## config.mk

```make
export PLATFORM = sky130hd
export DESIGN_NAME = net_entity_flat
export DESIGN_NICKNAME = d
export VERILOG_FILES = /design/src/pkg/lapd_pkg.sv /design/src/pkg/lapd_link_if.sv /design/src/rtl/net_entity.sv /design/src/flat_wrapper.sv
export SDC_FILE = /design/constraint.sdc
export NUM_CORES = 1
export LEC_CHECK = 0
export BUFFER_PORTS_ARGS = -buffer_cell sky130_fd_sc_hd__buf_2
export CAP_MARGIN = 0
export CORE_MARGIN = 8
export CORE_UTILIZATION = 45
export DETAILED_ROUTE_END_ITERATION = 6
export MAX_ROUTING_LAYER = met4
export SETUP_SLACK_MARGIN = 0.2
export SLEW_MARGIN = 20
export SYNTH_ARGS = -nofsm -noshare
export SYNTH_HDL_FRONTEND = slang
export SYNTH_SLANG_ARGS = --single-unit
```

## constraint.sdc

```tcl
create_clock -name sys_clk -period 4 [get_ports sys_clk]
set_input_delay 0.8 -clock sys_clk [delete_from_list [all_inputs] [get_ports sys_clk]]
set_output_delay 0.8 -clock sys_clk [all_outputs]
set_load 0.02 [all_outputs]
```

## src/pkg/lapd_pkg.sv

```systemverilog
// Shared types and constants for the mode-setting link entities
package lapd_pkg;

	// ********************************************
	// Frame description on the abstract link
	// ********************************************
	typedef enum logic [2:0] {
		FK_SABME = 3'h0, // Set asynchronous balanced mode extended
		FK_DISC  = 3'h1, // Disconnect command
		FK_UA    = 3'h2, // Unnumbered acknowledge
		FK_DM    = 3'h3, // Disconnected mode response
		FK_UI    = 3'h4, // Unnumbered information
		FK_INFO  = 3'h5, // Numbered information frame
		FK_SUPV  = 3'h6  // Supervisory frame
	} frame_kind_type;

	typedef struct packed {
		logic           valid; // One-cycle strobe
		frame_kind_type kind;  // Frame type
		logic           pf;    // Poll or final bit
	} frame_type;

	// ********************************************
	// Link states
	// ********************************************
	typedef enum logic [1:0] {
		ST_TEI       = 2'h0, // TEI assigned, no multiple-frame mode
		ST_AWAIT_EST = 2'h1, // SABME sent, waiting for answer
		ST_AWAIT_REL = 2'h2, // DISC sent, waiting for answer
		ST_EST       = 2'h3  // Multiple-frame established
	} link_state_type;

	// ********************************************
	// Timing and retry constants
	// ********************************************
	localparam int         CLK_MHZ     = 250;               // Core clock rate
	localparam int         T200_US     = 1000;              // Answer supervision time
	localparam int         T203_US     = 10000;             // Idle supervision time
	localparam int         T200_CYCLES = T200_US * CLK_MHZ; // Cycles of T200
	localparam int         T203_CYCLES = T203_US * CLK_MHZ; // Cycles of T203
	localparam int         N200_MAX    = 3;                 // Retransmission limit
	localparam int         TMR_W       = 32;                // Timer counter width
	localparam logic [3:0] RETRY_RST   = 4'h0;              // Retry count after reset
	localparam logic       PF_SET      = 1'b1;              // Poll on commands
	localparam logic       PF_CLR      = 1'b0;              // Cleared poll or final

endpackage : lapd_pkg

```

## src/pkg/lapd_link_if.sv

```systemverilog
// Frame-level link joining the network-side and user-side entities
`timescale 1ns/1ps
`default_nettype none
interface lapd_link_if;

	lapd_pkg::frame_type n2u; // Frames from network end to user end
	lapd_pkg::frame_type u2n; // Frames from user end to network end

	// Network-side entity
	modport net_end (
		output n2u,
		input  u2n
	);

	// User-side entity
	modport usr_end (
		input  n2u,
		output u2n
	);

endinterface : lapd_link_if
`default_nettype wire

```

## src/rtl/net_entity.sv

```systemverilog
// Network-side entity: mode-setting state machine of the link layer
`timescale 1ns/1ps
`default_nettype none
// Function
// - Establish: send SABME, clear, reset count, T200
// - SABME and DISC always carry poll 1
// - Layer 3 establish discards pending data
// - Accept SABME: UA, zero vars, indicate, T203
// - Refused SABME answered DM echoing poll
// - UA final 1 establishes and confirms
// - DM final 1 releases; DM final 0 ignored
// - T200 expiry resends SABME, counts retry
// - N200 retries: discard, release, error, idle
// - Established exchanges frames; SABME re-establishes
// - Release ignores non-unnumbered, discards data
// - Release: DISC poll 1, T200, reset count
// - DISC when established: UA, release indication
// - UA/DM final 1 after DISC confirms release
// - T200 expiry resends DISC, counts retry
// - N200 DISC tries: error, idle, confirm
// - Idle: DISC gets DM, SABME establishes
// - Idle: stray UA/DM final 1 flags error
// - Idle: polled I/S frame gets DM
// - Same commands crossing: UA, confirm on UA
// - Crossed different commands: DM, release
// - DM final 0 colliding with command ignored
module net_entity #(
	parameter int T200_CYC = lapd_pkg::T200_CYCLES, // Answer supervision cycles
	parameter int T203_CYC = lapd_pkg::T203_CYCLES  // Idle supervision cycles
) (
	input  wire logic      sys_clk,
	input  wire logic      nrst,
	lapd_link_if.net_end   lnk,
	input  wire logic      est_req,
	input  wire logic      rel_req,
	input  wire logic      accept_ok,
	output logic           est_ind,
	output logic           est_cnf,
	output logic           rel_ind,
	output logic           rel_cnf,
	output logic           mdl_err,
	output logic           ui_rcvd,
	output logic           seq_clear,
	output logic           data_discard,
	output logic           idle_exp,
	output logic           link_up
);

	// ********************************************
	// Constants
	// ********************************************
	localparam logic [31:0] T200_LOAD = 32'(T200_CYC - 1); // T200 reload value
	localparam logic [31:0] T203_LOAD = 32'(T203_CYC - 1); // T203 reload value
	localparam logic [3:0]  N200_LIM  = 4'(lapd_pkg::N200_MAX); // Retry limit

	// ********************************************
	// State record
	// ********************************************
	typedef struct packed {
		lapd_pkg::link_state_type st;           // Link state
		logic [3:0]               retry;        // Retransmission counter
		logic                     t200_on;      // T200 running
		logic [31:0]              t200_cnt;     // T200 remaining cycles
		logic                     t203_on;      // T203 running
		logic [31:0]              t203_cnt;     // T203 remaining cycles
		lapd_pkg::frame_type      tx;           // Frame being sent
		logic                     est_ind;      // Establish indication
		logic                     est_cnf;      // Establish confirm
		logic                     rel_ind;      // Release indication
		logic                     rel_cnf;      // Release confirm
		logic                     mdl_err;      // Management error
		logic                     ui_rcvd;      // UI frame for upper layer
		logic                     seq_clear;    // Zero V(S), V(R), V(A), conditions
		logic                     data_discard; // Flush data queue
		logic                     idle_exp;     // T203 ran out
		logic                     link_up;      // Established level
	} net_state_type;

	net_state_type       s_r;   // Registered state
	net_state_type       s_nxt; // Next state
	lapd_pkg::frame_type rx;    // Frame from the far end
	logic                await; // Waiting for answer to a command
	logic                t200_exp; // T200 has run out

	// Far end sits on the same clock, so no synchroniser
	assign rx       = lnk.u2n;
	assign await    = s_r.st == lapd_pkg::ST_AWAIT_EST || s_r.st == lapd_pkg::ST_AWAIT_REL;
	assign t200_exp = s_r.t200_on && s_r.t200_cnt == 32'h0;

	// ********************************************
	// Next-state logic
	// ********************************************
	// Received frame wins over T200, T200 over requests, requests over T203;
	// a request meeting a frame is dropped, one frame leaves per cycle
	always_comb begin
		s_nxt = s_r;
		s_nxt.tx = '0;
		{s_nxt.est_ind, s_nxt.est_cnf, s_nxt.rel_ind, s_nxt.rel_cnf} = 4'h0;
		{s_nxt.mdl_err, s_nxt.ui_rcvd, s_nxt.seq_clear, s_nxt.data_discard, s_nxt.idle_exp} = 5'h00;
		// Count down and hold at zero until serviced
		if (s_r.t200_on && s_r.t200_cnt != 32'h0) begin
			s_nxt.t200_cnt = s_r.t200_cnt - 32'h1;
		end
		if (s_r.t203_on && s_r.t203_cnt != 32'h0) begin
			s_nxt.t203_cnt = s_r.t203_cnt - 32'h1;
		end
		if (rx.valid) begin
			case (s_r.st)
				// Idle: no multiple-frame mode
				lapd_pkg::ST_TEI: begin
					if (rx.kind == lapd_pkg::FK_SABME && accept_ok) begin
						s_nxt.tx = '{1'b1, lapd_pkg::FK_UA, rx.pf};
						s_nxt.st = lapd_pkg::ST_EST;
						s_nxt.seq_clear = 1'b1;
						s_nxt.est_ind = 1'b1;
						s_nxt.t203_on = 1'b1;
						s_nxt.t203_cnt = T203_LOAD;
						s_nxt.retry = lapd_pkg::RETRY_RST;
					end else if (rx.kind == lapd_pkg::FK_SABME) begin
						s_nxt.tx = '{1'b1, lapd_pkg::FK_DM, rx.pf};
					end else if (rx.kind == lapd_pkg::FK_DISC) begin
						s_nxt.tx = '{1'b1, lapd_pkg::FK_DM, rx.pf};
					end else if (rx.kind == lapd_pkg::FK_UA || (rx.kind == lapd_pkg::FK_DM && rx.pf)) begin
						// Possible duplicate TEI on the line
						s_nxt.mdl_err = 1'b1;
					end else if (rx.kind == lapd_pkg::FK_UI) begin
						s_nxt.ui_rcvd = 1'b1;
					end else if ((rx.kind == lapd_pkg::FK_INFO || rx.kind == lapd_pkg::FK_SUPV) && rx.pf) begin
						s_nxt.tx = '{1'b1, lapd_pkg::FK_DM, lapd_pkg::PF_SET};
					end
					// DM with final 0 and unpolled I and S frames are dropped
				end
				// Command outstanding
				lapd_pkg::ST_AWAIT_EST, lapd_pkg::ST_AWAIT_REL: begin
					if ((rx.kind == lapd_pkg::FK_UA || rx.kind == lapd_pkg::FK_DM) && rx.pf) begin
						s_nxt.t200_on = 1'b0;
						if (s_r.st == lapd_pkg::ST_AWAIT_REL) begin
							s_nxt.st = lapd_pkg::ST_TEI;
							s_nxt.rel_cnf = 1'b1;
						end else if (rx.kind == lapd_pkg::FK_UA) begin
							s_nxt.st = lapd_pkg::ST_EST;
							s_nxt.seq_clear = 1'b1;
							s_nxt.est_cnf = 1'b1;
							s_nxt.t203_on = 1'b1;
							s_nxt.t203_cnt = T203_LOAD;
						end else begin
							s_nxt.st = lapd_pkg::ST_TEI;
							s_nxt.rel_ind = 1'b1;
						end
					end else if (rx.kind == lapd_pkg::FK_SABME || rx.kind == lapd_pkg::FK_DISC) begin
						// Crossing commands: answer at once, state moves on the reply
						if ((rx.kind == lapd_pkg::FK_SABME) == (s_r.st == lapd_pkg::ST_AWAIT_EST)) begin
							s_nxt.tx = '{1'b1, lapd_pkg::FK_UA, rx.pf};
						end else begin
							s_nxt.tx = '{1'b1, lapd_pkg::FK_DM, rx.pf};
						end
					end else if (rx.kind == lapd_pkg::FK_UI) begin
						s_nxt.ui_rcvd = 1'b1;
					end
					// DM final 0 is ignored here, a stray LAPB-style prompt
					// I and S frames are ignored while mode is being set
				end
				// Multiple-frame operation
				lapd_pkg::ST_EST: begin
					if (rx.kind == lapd_pkg::FK_SABME) begin
						// Re-establishment by the far end
						s_nxt.tx = '{1'b1, accept_ok ? lapd_pkg::FK_UA : lapd_pkg::FK_DM, rx.pf};
						s_nxt.seq_clear = accept_ok;
						s_nxt.est_ind = accept_ok;
						s_nxt.rel_ind = !accept_ok;
						s_nxt.t203_on = accept_ok;
						s_nxt.t203_cnt = T203_LOAD;
						s_nxt.retry = lapd_pkg::RETRY_RST;
						s_nxt.st = accept_ok ? lapd_pkg::ST_EST : lapd_pkg::ST_TEI;
					end else if (rx.kind == lapd_pkg::FK_DISC) begin
						s_nxt.tx = '{1'b1, lapd_pkg::FK_UA, rx.pf};
						s_nxt.rel_ind = 1'b1;
						s_nxt.t203_on = 1'b0;
						s_nxt.st = lapd_pkg::ST_TEI;
					end else if (rx.kind == lapd_pkg::FK_UI) begin
						s_nxt.ui_rcvd = 1'b1;
					end
					// I and S frames go to the transfer logic, not here
				end
				default: begin
					s_nxt.st = lapd_pkg::ST_TEI;
				end
			endcase
		end else if (await && t200_exp) begin
			if (s_r.retry == N200_LIM) begin
				// Out of retries: give up the link
				s_nxt.t200_on = 1'b0;
				s_nxt.mdl_err = 1'b1;
				s_nxt.rel_ind = s_r.st == lapd_pkg::ST_AWAIT_EST;
				s_nxt.data_discard = s_r.st == lapd_pkg::ST_AWAIT_EST;
				s_nxt.rel_cnf = s_r.st == lapd_pkg::ST_AWAIT_REL;
				s_nxt.st = lapd_pkg::ST_TEI;
			end else begin
				// Resend the same command with poll set
				s_nxt.tx = '{1'b1, s_r.st == lapd_pkg::ST_AWAIT_EST ? lapd_pkg::FK_SABME : lapd_pkg::FK_DISC,
					lapd_pkg::PF_SET};
				s_nxt.t200_cnt = T200_LOAD;
				s_nxt.retry = s_r.retry + 4'h1;
			end
		end else if (est_req && (s_r.st == lapd_pkg::ST_TEI || s_r.st == lapd_pkg::ST_EST)) begin
			s_nxt.tx = '{1'b1, lapd_pkg::FK_SABME, lapd_pkg::PF_SET};
			s_nxt.seq_clear = 1'b1;
			s_nxt.data_discard = 1'b1;
			s_nxt.retry = lapd_pkg::RETRY_RST;
			s_nxt.t200_on = 1'b1;
			s_nxt.t200_cnt = T200_LOAD;
			s_nxt.t203_on = 1'b0;
			s_nxt.st = lapd_pkg::ST_AWAIT_EST;
		end else if (rel_req && s_r.st == lapd_pkg::ST_EST) begin
			s_nxt.tx = '{1'b1, lapd_pkg::FK_DISC, lapd_pkg::PF_SET};
			s_nxt.data_discard = 1'b1;
			s_nxt.retry = lapd_pkg::RETRY_RST;
			s_nxt.t200_on = 1'b1;
			s_nxt.t200_cnt = T200_LOAD;
			s_nxt.t203_on = 1'b0;
			s_nxt.st = lapd_pkg::ST_AWAIT_REL;
		end else if (s_r.st == lapd_pkg::ST_EST && s_r.t203_on && s_r.t203_cnt == 32'h0) begin
			// Idle supervision; recovery is left to the transfer logic
			s_nxt.idle_exp = 1'b1;
			s_nxt.t203_cnt = T203_LOAD;
		end
		// Registered so the level cannot glitch on a state decode
		s_nxt.link_up = s_nxt.st == lapd_pkg::ST_EST;
	end

	// ********************************************
	// State register
	// ********************************************
	always_ff @(posedge sys_clk or negedge nrst) begin
		if (!nrst) begin
			s_r <= '0;
		end else begin
			s_r <= s_nxt;
		end
	end

	// Outputs straight from the record
	assign lnk.n2u      = s_r.tx;
	assign est_ind      = s_r.est_ind;
	assign est_cnf      = s_r.est_cnf;
	assign rel_ind      = s_r.rel_ind;
	assign rel_cnf      = s_r.rel_cnf;
	assign mdl_err      = s_r.mdl_err;
	assign ui_rcvd      = s_r.ui_rcvd;
	assign seq_clear    = s_r.seq_clear;
	assign data_discard = s_r.data_discard;
	assign idle_exp     = s_r.idle_exp;
	assign link_up      = s_r.link_up;

endmodule : net_entity
`default_nettype wire

```

## src/flat_wrapper.sv

```systemverilog
// flat-port wrapper written by rule: the top's interface ports become plain ports
module net_entity_flat 
#(
	parameter int T200_CYC = lapd_pkg::T200_CYCLES,                             
	parameter int T203_CYC = lapd_pkg::T203_CYCLES                            
)
  (sys_clk, nrst, est_req, rel_req, accept_ok, est_ind, est_cnf, rel_ind, rel_cnf, mdl_err, ui_rcvd, seq_clear, data_discard, idle_exp, link_up, lnk_n2u, lnk_u2n);
  lapd_link_if lnk_i ();
  input  wire logic sys_clk;
  input  wire logic nrst;
  input  wire logic est_req;
  input  wire logic rel_req;
  input  wire logic accept_ok;
  output logic est_ind;
  output logic est_cnf;
  output logic rel_ind;
  output logic rel_cnf;
  output logic mdl_err;
  output logic ui_rcvd;
  output logic seq_clear;
  output logic data_discard;
  output logic idle_exp;
  output logic link_up;
  output wire logic [$bits(lnk_i.n2u)-1:0] lnk_n2u;
  input wire logic [$bits(lnk_i.u2n)-1:0] lnk_u2n;
  assign lnk_n2u = lnk_i.n2u;
  assign lnk_i.u2n = lnk_u2n;
  net_entity #(.T200_CYC(T200_CYC), .T203_CYC(T203_CYC)) u_core (.sys_clk(sys_clk), .nrst(nrst), .lnk(lnk_i), .est_req(est_req), .rel_req(rel_req), .accept_ok(accept_ok), .est_ind(est_ind), .est_cnf(est_cnf), .rel_ind(rel_ind), .rel_cnf(rel_cnf), .mdl_err(mdl_err), .ui_rcvd(ui_rcvd), .seq_clear(seq_clear), .data_discard(data_discard), .idle_exp(idle_exp), .link_up(link_up));
endmodule
```

==> impl_metrics.json, run 1 <==
{
  "max-cap-violations": 0,
  "synth_area_per_cell_um2": 9.089,
  "finalWirelength_mm": 10.60,
  "cts_buffers": 9,
  "switching_share_pct": 38.98,
  "pwr-share-clk_pct": 23.0,
  "core_area_um2": 10370,
  "dpl.hpwl_mm": 7.119,
  "utilization_pct": 50.14,
  "cts-hold-fix-buffers": 0,
  "min_period_ns": 3.116,
  "synthesis.area_um2": 4817,
  "synth_compound_area_share_pct": 10.05,
  "num_rows": 37,
  "finalCritPeriodShare_pct": 77.89,
  "setup_tns_ns": 0,
  "yosysWarningCount": 0,
  "initial_core_util_pct": 46.45,
  "crit_path_end_kind": "flop",
  "drtIter0Drc": 275,
  "reg2reg_from": "u_core.s_r[48]",
  "critPathMaxFanout": 12,
  "cts_resized": 0,
  "grt_pass1_wl_mm": 18.51,
  "synth_xor_area_share_pct": 9.636,
  "cts_sinks": 86,
  "grt_antenna_before_repair": 0,
  "die_h_um": 119.5,
  "syn-num-nets": 548,
  "hold_class": "in -> async",
  "r2r_setup_slack_ns": 0.88,
  "ir_worst_vdd_uv": 189.3,
  "synthSimpleGateAreaFrac_pct": 29.06,
  "die_width_um": 119.5,
  "wl_per_cell_um": 15.54,
  "synth_edf_count": 0,
  "synth_top_family_by_area": "simple AND/OR/NAND/NOR gates",
  "route.detailed.drc": 0,
  "crit_type": "reg -> reg",
  "slew_viol_final": 0,
  "fin_worst_skew_ns": 0.01117,
  "internal-power_mw": 1.647,
  "track_usage_pct": 16.05,
  "power_density_nw_per_um2": 519.0,
  "diodes": 0,
  "max_freq_mhz": 321.0,
  "clock_latency_ns": 0.36,
  "post_cts_buffers": 0,
  "rsz0062_at_grt": "no",
  "holdWs_ns": 0.4893,
  "io_buffer_count": 23,
  "critPathRequiredTime_ns": 4.19,
  "arrival_ns": 3.30,
  "die_area_um2": 14270,
  "final_hold_viol_count": 0,
  "fillers": 1006,
  "grt_pass1_vias": 3771,
  "path_delay_family": "simple AND/OR/NAND/NOR gates",
  "top_register": "u_core.s_r",
  "r2r_cells": 8,
  "synth.ff_latch_count": 86,
  "path_buf_inv": 1,
  "cts_tree": "done",
  "grt_max_degree": 87,
  "overflow": 0,
  "num_vias": 3826,
  "yosys.area.top_type_share_pct": 44.68,
  "cts-root-buf": "clkbuf_8",
  "largest_reg_flops": 72,
  "ctsLongestPathBuffers": 2,
  "drt_first_pass_iters": 4,
  "clkTransAtPathRegs_ns": 0.09,
  "syn_inst": 530,
  "r2r_end": "u_core.s_r[19]",
  "seq_area_frac_synth_pct": 44.68,
  "cpPeakStageDelay_ns": 0.57,
  "async_flop_share_pct": 100.0,
  "p_leak_nw": 2.195,
  "drive_above_1_share_pct": 9.707,
  "detail-route-antenna-nets": 0,
  "synthTopCellsByArea": "dfrtp_1, nor2_1, xnor2_1",
  "nets": 559,
  "tightest_slew_ns": 0.9972,
  "outcome": "finished, final reports clean",
  "ys.flop_type": "dfrtp_1",
  "power.switching_mw": 1.052,
  "synth_cell_types": 61,
  "relSlewSlack_pct": 33.01,
  "htreeDepth": 3,
  "vias_per_cell": 5.610,
  "path_cells": "inv_1, ha_1, nor4b_1, nand4_1, nor3_2, nor4_4, nor2_1, o311ai_0",
  "sequentialPowerShare_pct": 41.8,
  "area_growth_pct": 7.948,
  "pin_count": 25,
  "synth_adder_area_share_pct": 2.078,
  "slowest_stage": "nor2_1",
  "synthMuxAreaShare_pct": 0.6494,
  "combPwrFrac_pct": 35.1,
  "gp_congestion": 0.8106,
  "finalSetupViolations": 0,
  "yosysTopAreaCell": "dfrtp_1",
  "cp-start-kind": "flop"
}
## layout make-up
type	instances	area [um^2]	area share, %
repair buffers	26	143.9	2.767
flip-flops and latches	86	2152	41.39
clock inverters	5	58.81	1.131
inverters	12	45.04	0.8662
clock buffers	11	141.4	2.719
well taps	136	170.2	3.272
multi-input cells	406	2489	47.86
## cells in the mapped netlist (2+ instances only)
cell	instances
or2_2	2
or4b_1	2
nor2_1	69
o211ai_1	8
xnor2_1	27
clkbuf_1	15
nor4_2	2
nand3_1	36
nand2_1	47
o311ai_0	2
ha_1	8
inv_1	12
o31ai_1	4
or3_1	12
nor3_1	31
buf_4	5
nor3b_1	2
nand4b_1	4
or4_1	6
buf_2	4
o21ai_0	24
a21boi_0	4
buf_6	2
a21oi_1	10
nor2b_1	4
mux2i_1	2
nand3b_1	3
nand2b_1	5
xor2_1	26
nor4_1	23
nor4b_1	4
nand4_1	5
and3_1	4
dfrtp_1	86
and2_1	4
## cell families (layout without fill, tap and decap cells)
family          after synthesis  in the layout
simple gates                270            270
compound gates               71             71
flops                        86             86
fa+ha+maj                     8              8
mux                           3              3
other cells                   1              1
buf+inv                      38             54
xor+xnor                     53             53
## power by group through the flow
stage / Clock [mW] / Sequential, mW / Combinational (mW)
finish: 0.622 / 1.13 / 0.948
global route: 0.681 / 1.15 / 1.08
CTS: 0.653 / 1.13 / 0.956
detailed placement: 0 / 1.14 / 0.949
global placement: 0 / 1.14 / 0.939
floorplan: 0 / 1.13 / 0.750
## per-layer routing
layer  GRT usage [%]  vias up  wire [um]
li1                -     1907          -
met1           20.74     1832       5124
met2           24.73       78       4881
met3           3.259        9        469
met4           5.230        0        122
met5               -        -          0
## through the flow
stage	setup WS, ns	cells	cell area [um^2]	total power [mW]
global placement	0.9857	666	4996	2.077
finish	0.8845	682	5200	2.699
global route	0.5174	682	5200	2.910
floorplan	1.385	530	4817	1.879
detailed placement	0.9033	666	4996	2.091
CTS	0.8993	682	5196	2.734
## worst max-delay path by stage
stage	from	end	slack, ns	cells past startpoint
after floorplan	u_core.s_r[26]	u_core.s_r[30]	1.39	8
after global placement	u_core.s_r[48]	u_core.s_r[19]	0.99	8
after detailed placement	u_core.s_r[48]	u_core.s_r[19]	0.90	8
after CTS	u_core.s_r[48]	u_core.s_r[19]	0.90	8
after global routing	u_core.s_r[48]	u_core.s_r[19]	0.52	8
final	u_core.s_r[48]	u_core.s_r[19]	0.88	8
## cell usage in the layout (no fill, tap or decap), types with 5 or more instances in the layout
cell / instances
dfrtp_1: 86
o211ai_1: 8
nor2_1: 69
nand3_1: 36
or3_1: 12
or4_1: 6
a21oi_1: 10
o21ai_0: 24
xnor2_1: 27
clkbuf_8: 10
inv_1: 12
xor2_1: 26
nand4_1: 5
nand2b_1: 5
buf_2: 22
nor3_1: 30
ha_1: 8
nor4_1: 23
nand2_1: 47
Note: power is estimated with default switching activity, not from simulation.
==> inputs of run 2 (changes only) <==
clock period = 3.1 ns   (was 4 ns; I/O delays follow)
==> run 2 against run 1 <==
Flip-flop and latch count unchanged. Die area unchanged. Critical path type unchanged. Cell count up 2.3%. Register-to-register slack worse by 0.58 ns. Critical path depth down 2. Global-route usage up 0.28 points. Sequential share of layout area down 1.0 points. Largest power group unchanged.
==> impl_metrics.json, run 2 (same netlist as run 1, synthesis figures left out) <==
{
  "outcome": "finished, final reports clean",
  "fin_ws_ns": 0.3051,
  "hold_class": "in -> async",
  "num_vias": 3910,
  "p_total_mw": 3.505,
  "dp_cells": 681,
  "detail-route-antenna-nets": 0,
  "clock_latency_ns": 0.37,
  "top_register": "u_core.s_r",
  "initial_core_util_pct": 46.45,
  "die_width_um": 119.5,
  "crit_type": "reg -> reg",
  "crit_path_end_kind": "flop",
  "tightest_slew_ns": 0.6507,
  "drtIter0Drc": 304,
  "rsz0062_at_grt": "yes",
  "cts_tree": "done",
  "cts-hold-fix-buffers": 0,
  "route.detailed.drc": 0,
  "max_freq_mhz": 357.8,
  "grt_antenna_before_repair": 0,
  "die_area_um2": 14270,
  "cts_sinks": 86,
  "area_growth_pct": 10.65,
  "setup_tns_ns": 0,
  "fin_worst_skew_ns": 0.009642,
  "drt_first_pass_iters": 5,
  "stdcell_count": 698,
  "grt_pass1_vias": 3909,
  "final_common_cell": "dfrtp_1",
  "post-place-ws_ns": 0.1621,
  "finalWirelength_mm": 10.78,
  "final_hold_viol_count": 0,
  "arrival_ns": 3.03,
  "diodes": 0,
  "num_rows": 37,
  "relSlewSlack_pct": 56.22,
  "overflow": 0,
  "clkTransAtPathRegs_ns": 0.09,
  "grt_max_degree": 49,
  "cts-root-buf": "clkbuf_8",
  "ir_worst_vdd_uv": 288.9,
  "finalCritPeriodShare_pct": 90.16,
  "die_h_um": 119.5,
  "cp-start-kind": "flop",
  "fillers": 996,
  "grt_pass1_wl_mm": 18.71,
  "largest_reg_flops": 72,
  "p_leak_nw": 2.261,
  "final_cell_mix": "dfrtp_1, nor2_1, nand2_1",
  "critPathRequiredTime_ns": 3.34,
  "nets": 575,
  "min_period_ns": 2.795,
  "ctsLongestPathBuffers": 2,
  "gp_congestion": 0.8596,
  "io_buffer_count": 23,
  "finalSetupViolations": 0,
  "wl_per_cell_um": 15.45,
  "vias_per_cell": 5.602,
  "core_area_um2": 10370,
  "max-cap-violations": 0,
  "cts_buffers": 9,
  "dpl.hpwl_mm": 7.309,
  "pin_count": 25,
  "power_density_nw_per_um2": 657.6,
  "drive_above_1_share_pct": 12.46,
  "track_usage_pct": 16.33,
  "slew_viol_final": 0,
  "htreeDepth": 3,
  "critPathMaxFanout": 10
}
-- run 2: cell count changes in the layout (fill, tap and decap cells not counted), sizes merged --
| cell | delta |
|---|---|
| buf | +15 |
| bufinv | -1 |
| clkinv | -1 |
| o21bai | +1 |
| clkbuf | +2 |
-- run 2: repair_timing --
| action | CTS | global route |
|---|---|---|
| endpoints found under the hold margin | 0 | 0 |
| setup buffers | 0 | 0 |
| cloned | 0 | 1 |
| pin swaps | 0 | 1 |
| gates resized for setup | 2 | 3 |
| setup endpoints to repair | 22 | 60 |
-- run 2: worst max-delay path, stage by stage (launching register included) --
cell and delay, ns:
dfrtp_1 0.44, or4_4 0.57, or4b_1 0.63, or3_4 0.45
nor4_4 0.23, o21bai_4 0.27, nor2_1 0.09
-- run 2: layout make-up --
cell class / instances / area (um^2) / area share [%]
Multi-Input combinational cell: 407 / 2529 / 47.44
Clock inverter: 3 / 20.02 / 0.3756
Tap cell: 136 / 170.2 / 3.192
Sequential cell: 86 / 2152 / 40.38
Inverter: 12 / 45.04 / 0.8451
Clock buffer: 13 / 148.9 / 2.793
Timing Repair Buffer: 41 / 265.3 / 4.977
-- run 2: report_power, final --
group,switching [mW],internal (mW),total [mW]
registers,0.161,1.29,1.45
logic,0.851,0.489,1.34
clock network,0.399,0.313,0.712
total,1.41,2.09,3.51
-- run 2: through the flow --
stage | util, % | cell area [um^2] | hold slack [ns]
after detailed placement | 49.38 | 5121 | 0.5015
final | 51.40 | 5330 | 0.2162
after floorplan | - | 4817 | 0.3244
after CTS | 51.15 | 5304 | 0.2109
after global routing | 51.40 | 5330 | 0.2351
after global placement | 49.38 | 5121 | 0.5045
-- run 2: per-layer routing --
| layer | track usage (%) | wire length, um |
|---|---|---|
| met1 | 21.10 | 5245 |
| met2 | 24.41 | 4958 |
| met3 | 3.732 | 429 |
| met4 | 6.323 | 149 |
| met5 | - | 0 |
-- run 2: worst paths after layout --
check | startpoint | end | slack (ns) | cells past startpoint
max | u_core.s_r[26] | u_core.s_r[20] | 0.31 | 6
min | nrst | u_core.ui_rcvd | 0.22 | 1
max reg2reg | u_core.s_r[26] | u_core.s_r[20] | 0.31 | 6
min reg2reg | u_core.s_r[81] | u_core.s_r[81] | 0.52 | 1
max in group asynchronous | nrst | u_core.s_r[57] | 2.24 | 2
min in group sys_clk | lnk_u2n[2] | u_core.ui_rcvd | 0.48 | 2
==> inputs of run 3 (changes only) <==
ABC_AREA = 1   (was default)
CORE_MARGIN = 4   (was 8)
clock period = 2.96 ns   (was 3.1 ns; I/O delays follow)
==> run 3 against run 2 <==
Maximum frequency rose by 17%. Largest cell class unchanged. First-iteration DRC count rose by 43%. Wire length rose by 30%. Critical path type unchanged. Highest routed layer unchanged. Clock-buffer cell count fell by 3. Die area grew 1.7%. Synthesized cell count rose by 57%. Global-route usage grew 4.8 points. Non-clock buffer count down 16. Worst hold slack gained 0.065 ns.
==> impl_metrics.json, run 3 <==
{
  "drt_first_pass_iters": 5,
  "synth.ff_latch_count": 86,
  "max_freq_mhz": 418.0,
  "vias_per_cell": 5.049,
  "slew_viol_final": 0,
  "track_usage_pct": 21.12,
  "grt_antenna_before_repair": 0,
  "cts_sinks": 86,
  "yosysTopAreaCell": "dfrtp_1",
  "pin_count": 25,
  "die_area_um2": 14510,
  "cts_resized": 0,
  "nets": 863,
  "setup_tns_ns": 0,
  "die_width_um": 120.5,
  "ctsLongestPathBuffers": 2,
  "wl_per_cell_um": 13.83,
  "synth_cell_types": 38,
  "seq_area_frac_synth_pct": 37.80,
  "path_buf_inv": 4,
  "final_hold_viol_count": 0,
  "ys.flop_type": "dfrtp_1",
  "dpl_cell_area_um2": 5904,
  "synth_common_cells": "nand2_1, nor2_1, dfrtp_1, inv_1, o21ai_0",
  "grt_pass1_vias": 4854,
  "post_cts_buffers": 0,
  "min_period_ns": 2.392,
  "power_density_nw_per_um2": 906.1,
  "crit_type": "reg -> reg",
  "htreeDepth": 3,
  "async_flop_share_pct": 100.0,
  "synthMuxAreaShare_pct": 0,
  "synth_adder_area_share_pct": 1.758,
  "synth_edf_count": 0,
  "path_delay_family": "buffers and inverters",
  "critPathMaxFanout": 12,
  "cts-hold-fix-buffers": 0,
  "post-place-ws_ns": 0.6044,
  "critPathRequiredTime_ns": 3.16,
  "fillers": 1261,
  "clock_latency_ns": 0.35,
  "synth_compound_area_share_pct": 7.736,
  "route.detailed.drc": 0,
  "grt_pass1_wl_mm": 24.12,
  "relSlewSlack_pct": 55.96,
  "synth_area_per_cell_um2": 6.851,
  "area_growth_pct": 9.187,
  "synthSimpleGateAreaFrac_pct": 38.51,
  "cpPeakStageDelay_ns": 0.46,
  "slowest_stage": "ha_1",
  "yosysMostFrequentCell": "nand2_1",
  "final_common_cell": "nand2_1",
  "syn_inst": 831,
  "outcome": "finished, final reports clean",
  "crit_path_end_kind": "flop",
  "gp_congestion": 0.9944,
  "cp-start-kind": "flop",
  "dpl.hpwl_mm": 10.65,
  "path_cells": "inv_1, ha_1, inv_1, nand2_1, nand2_1, inv_1, nand3_2, nand2_1, inv_1, o21ai_0",
  "detail-route-antenna-nets": 0,
  "p_leak_nw": 3.022,
  "fin_worst_skew_ns": 0.009039,
  "p_total_mw": 5.632,
  "diodes": 0,
  "core_area_um2": 12210,
  "die_h_um": 120.5,
  "ir_worst_vdd_uv": 476.8,
  "fin_area_um2": 6216,
  "arrival_ns": 2.60,
  "finalCritPeriodShare_pct": 80.82,
  "cts-root-buf": "clkbuf_16",
  "synthTopCellsByArea": "dfrtp_1, nand2_1, nor2_1",
  "synthesis.area_um2": 5693,
  "grt_max_degree": 51,
  "yosys.area.top_type_share_pct": 37.80,
  "synth_top_family_by_area": "simple AND/OR/NAND/NOR gates",
  "drtIter0Drc": 436,
  "cts_buffers": 9,
  "synth_xor_area_share_pct": 6.462,
  "cts_tree": "done",
  "max-cap-violations": 0,
  "io_buffer_count": 23,
  "drive_above_1_share_pct": 8.962,
  "num_vias": 5130,
  "finalWirelength_mm": 14.05,
  "clkTransAtPathRegs_ns": 0.06,
  "largest_reg_flops": 72,
  "yosysWarningCount": 0,
  "top_register": "u_core.s_r",
  "crit_top_cell": "inv_1",
  "hold_class": "in -> async",
  "syn-num-nets": 849,
  "num_rows": 40,
  "utilization_pct": 50.90,
  "tightest_slew_ns": 0.6605,
  "rsz0062_at_grt": "no",
  "initial_core_util_pct": 46.62,
  "fin_ws_ns": 0.5678,
  "finalSetupViolations": 0,
  "final_cell_mix": "nand2_1, nor2_1, dfrtp_1",
  "overflow": 0
}
-- run 3: power breakdown --
part	switching [mW]	internal, mW
Sequential	0.366	1.52
Combinational	1.70	0.828
Clock	0.461	0.751
-- run 3: kinds of logic after synthesis --
| kind of cell | after synthesis |
|---|---|
| AO/OA/AOI/OAI | 81 |
| XOR/XNOR | 42 |
| adder cells (fa/ha/maj) | 8 |
| buffers and inverters | 100 |
| flip-flops | 86 |
| other | 1 |
| AND/OR/NAND/NOR | 513 |
-- run 3: worst reg2reg max path: cells and delay by family (launching register included) --
kind / cells / cell delay, ns
buffers and inverters: 4 / 0.68
AND/OR/NAND/NOR: 4 / 0.52
adder cells (fa/ha/maj): 1 / 0.46
flip-flops: 1 / 0.44
AO/OA/AOI/OAI: 1 / 0.16
-- run 3: worst paths after layout --
kind,from,endpoint,slack [ns],depth (start not counted)
max,u_core.s_r[85],u_core.s_r[28],0.57,10
min,nrst,u_core.s_r[19],0.28,1
min reg2reg,u_core.s_r[48],u_core.s_r[48],0.50,2
max in group asynchronous,nrst,u_core.s_r[75],2.04,2
max reg2reg,u_core.s_r[85],u_core.s_r[28],0.57,10
min in group sys_clk,u_core.s_r[48],u_core.s_r[48],0.50,2
-- run 3: area by class of cell --
| class | count | area, um^2 | area share [%] |
|---|---|---|---|
| clock buffer | 10 | 239.0 | 3.845 |
| sequential | 86 | 2152 | 34.62 |
| clock inverter | 4 | 72.57 | 1.167 |
| timing repair buffer | 25 | 145.1 | 2.335 |
| multi-input combinational | 645 | 3104 | 49.94 |
| tap | 168 | 210.2 | 3.382 |
| inverter | 78 | 292.8 | 4.710 |
-- run 3: layer usage --
layer / part of all wire [%] / GRT usage, % / vias up
met5: 0 / - / -
met4: 2.1 / 7.153 / 0
met3: 4.0 / 3.087 / 24
met1: 45 / 27.64 / 2371
met2: 48 / 33.85 / 110
li1: - / - / 2625
-- run 3: through the flow --
stage	hold slack, ns	std cells
global placement	0.4828	1002
CTS	0.3035	1016
detailed placement	0.4859	1002
floorplan	0.2964	831
global route	0.3448	1016
finish	0.2813	1016
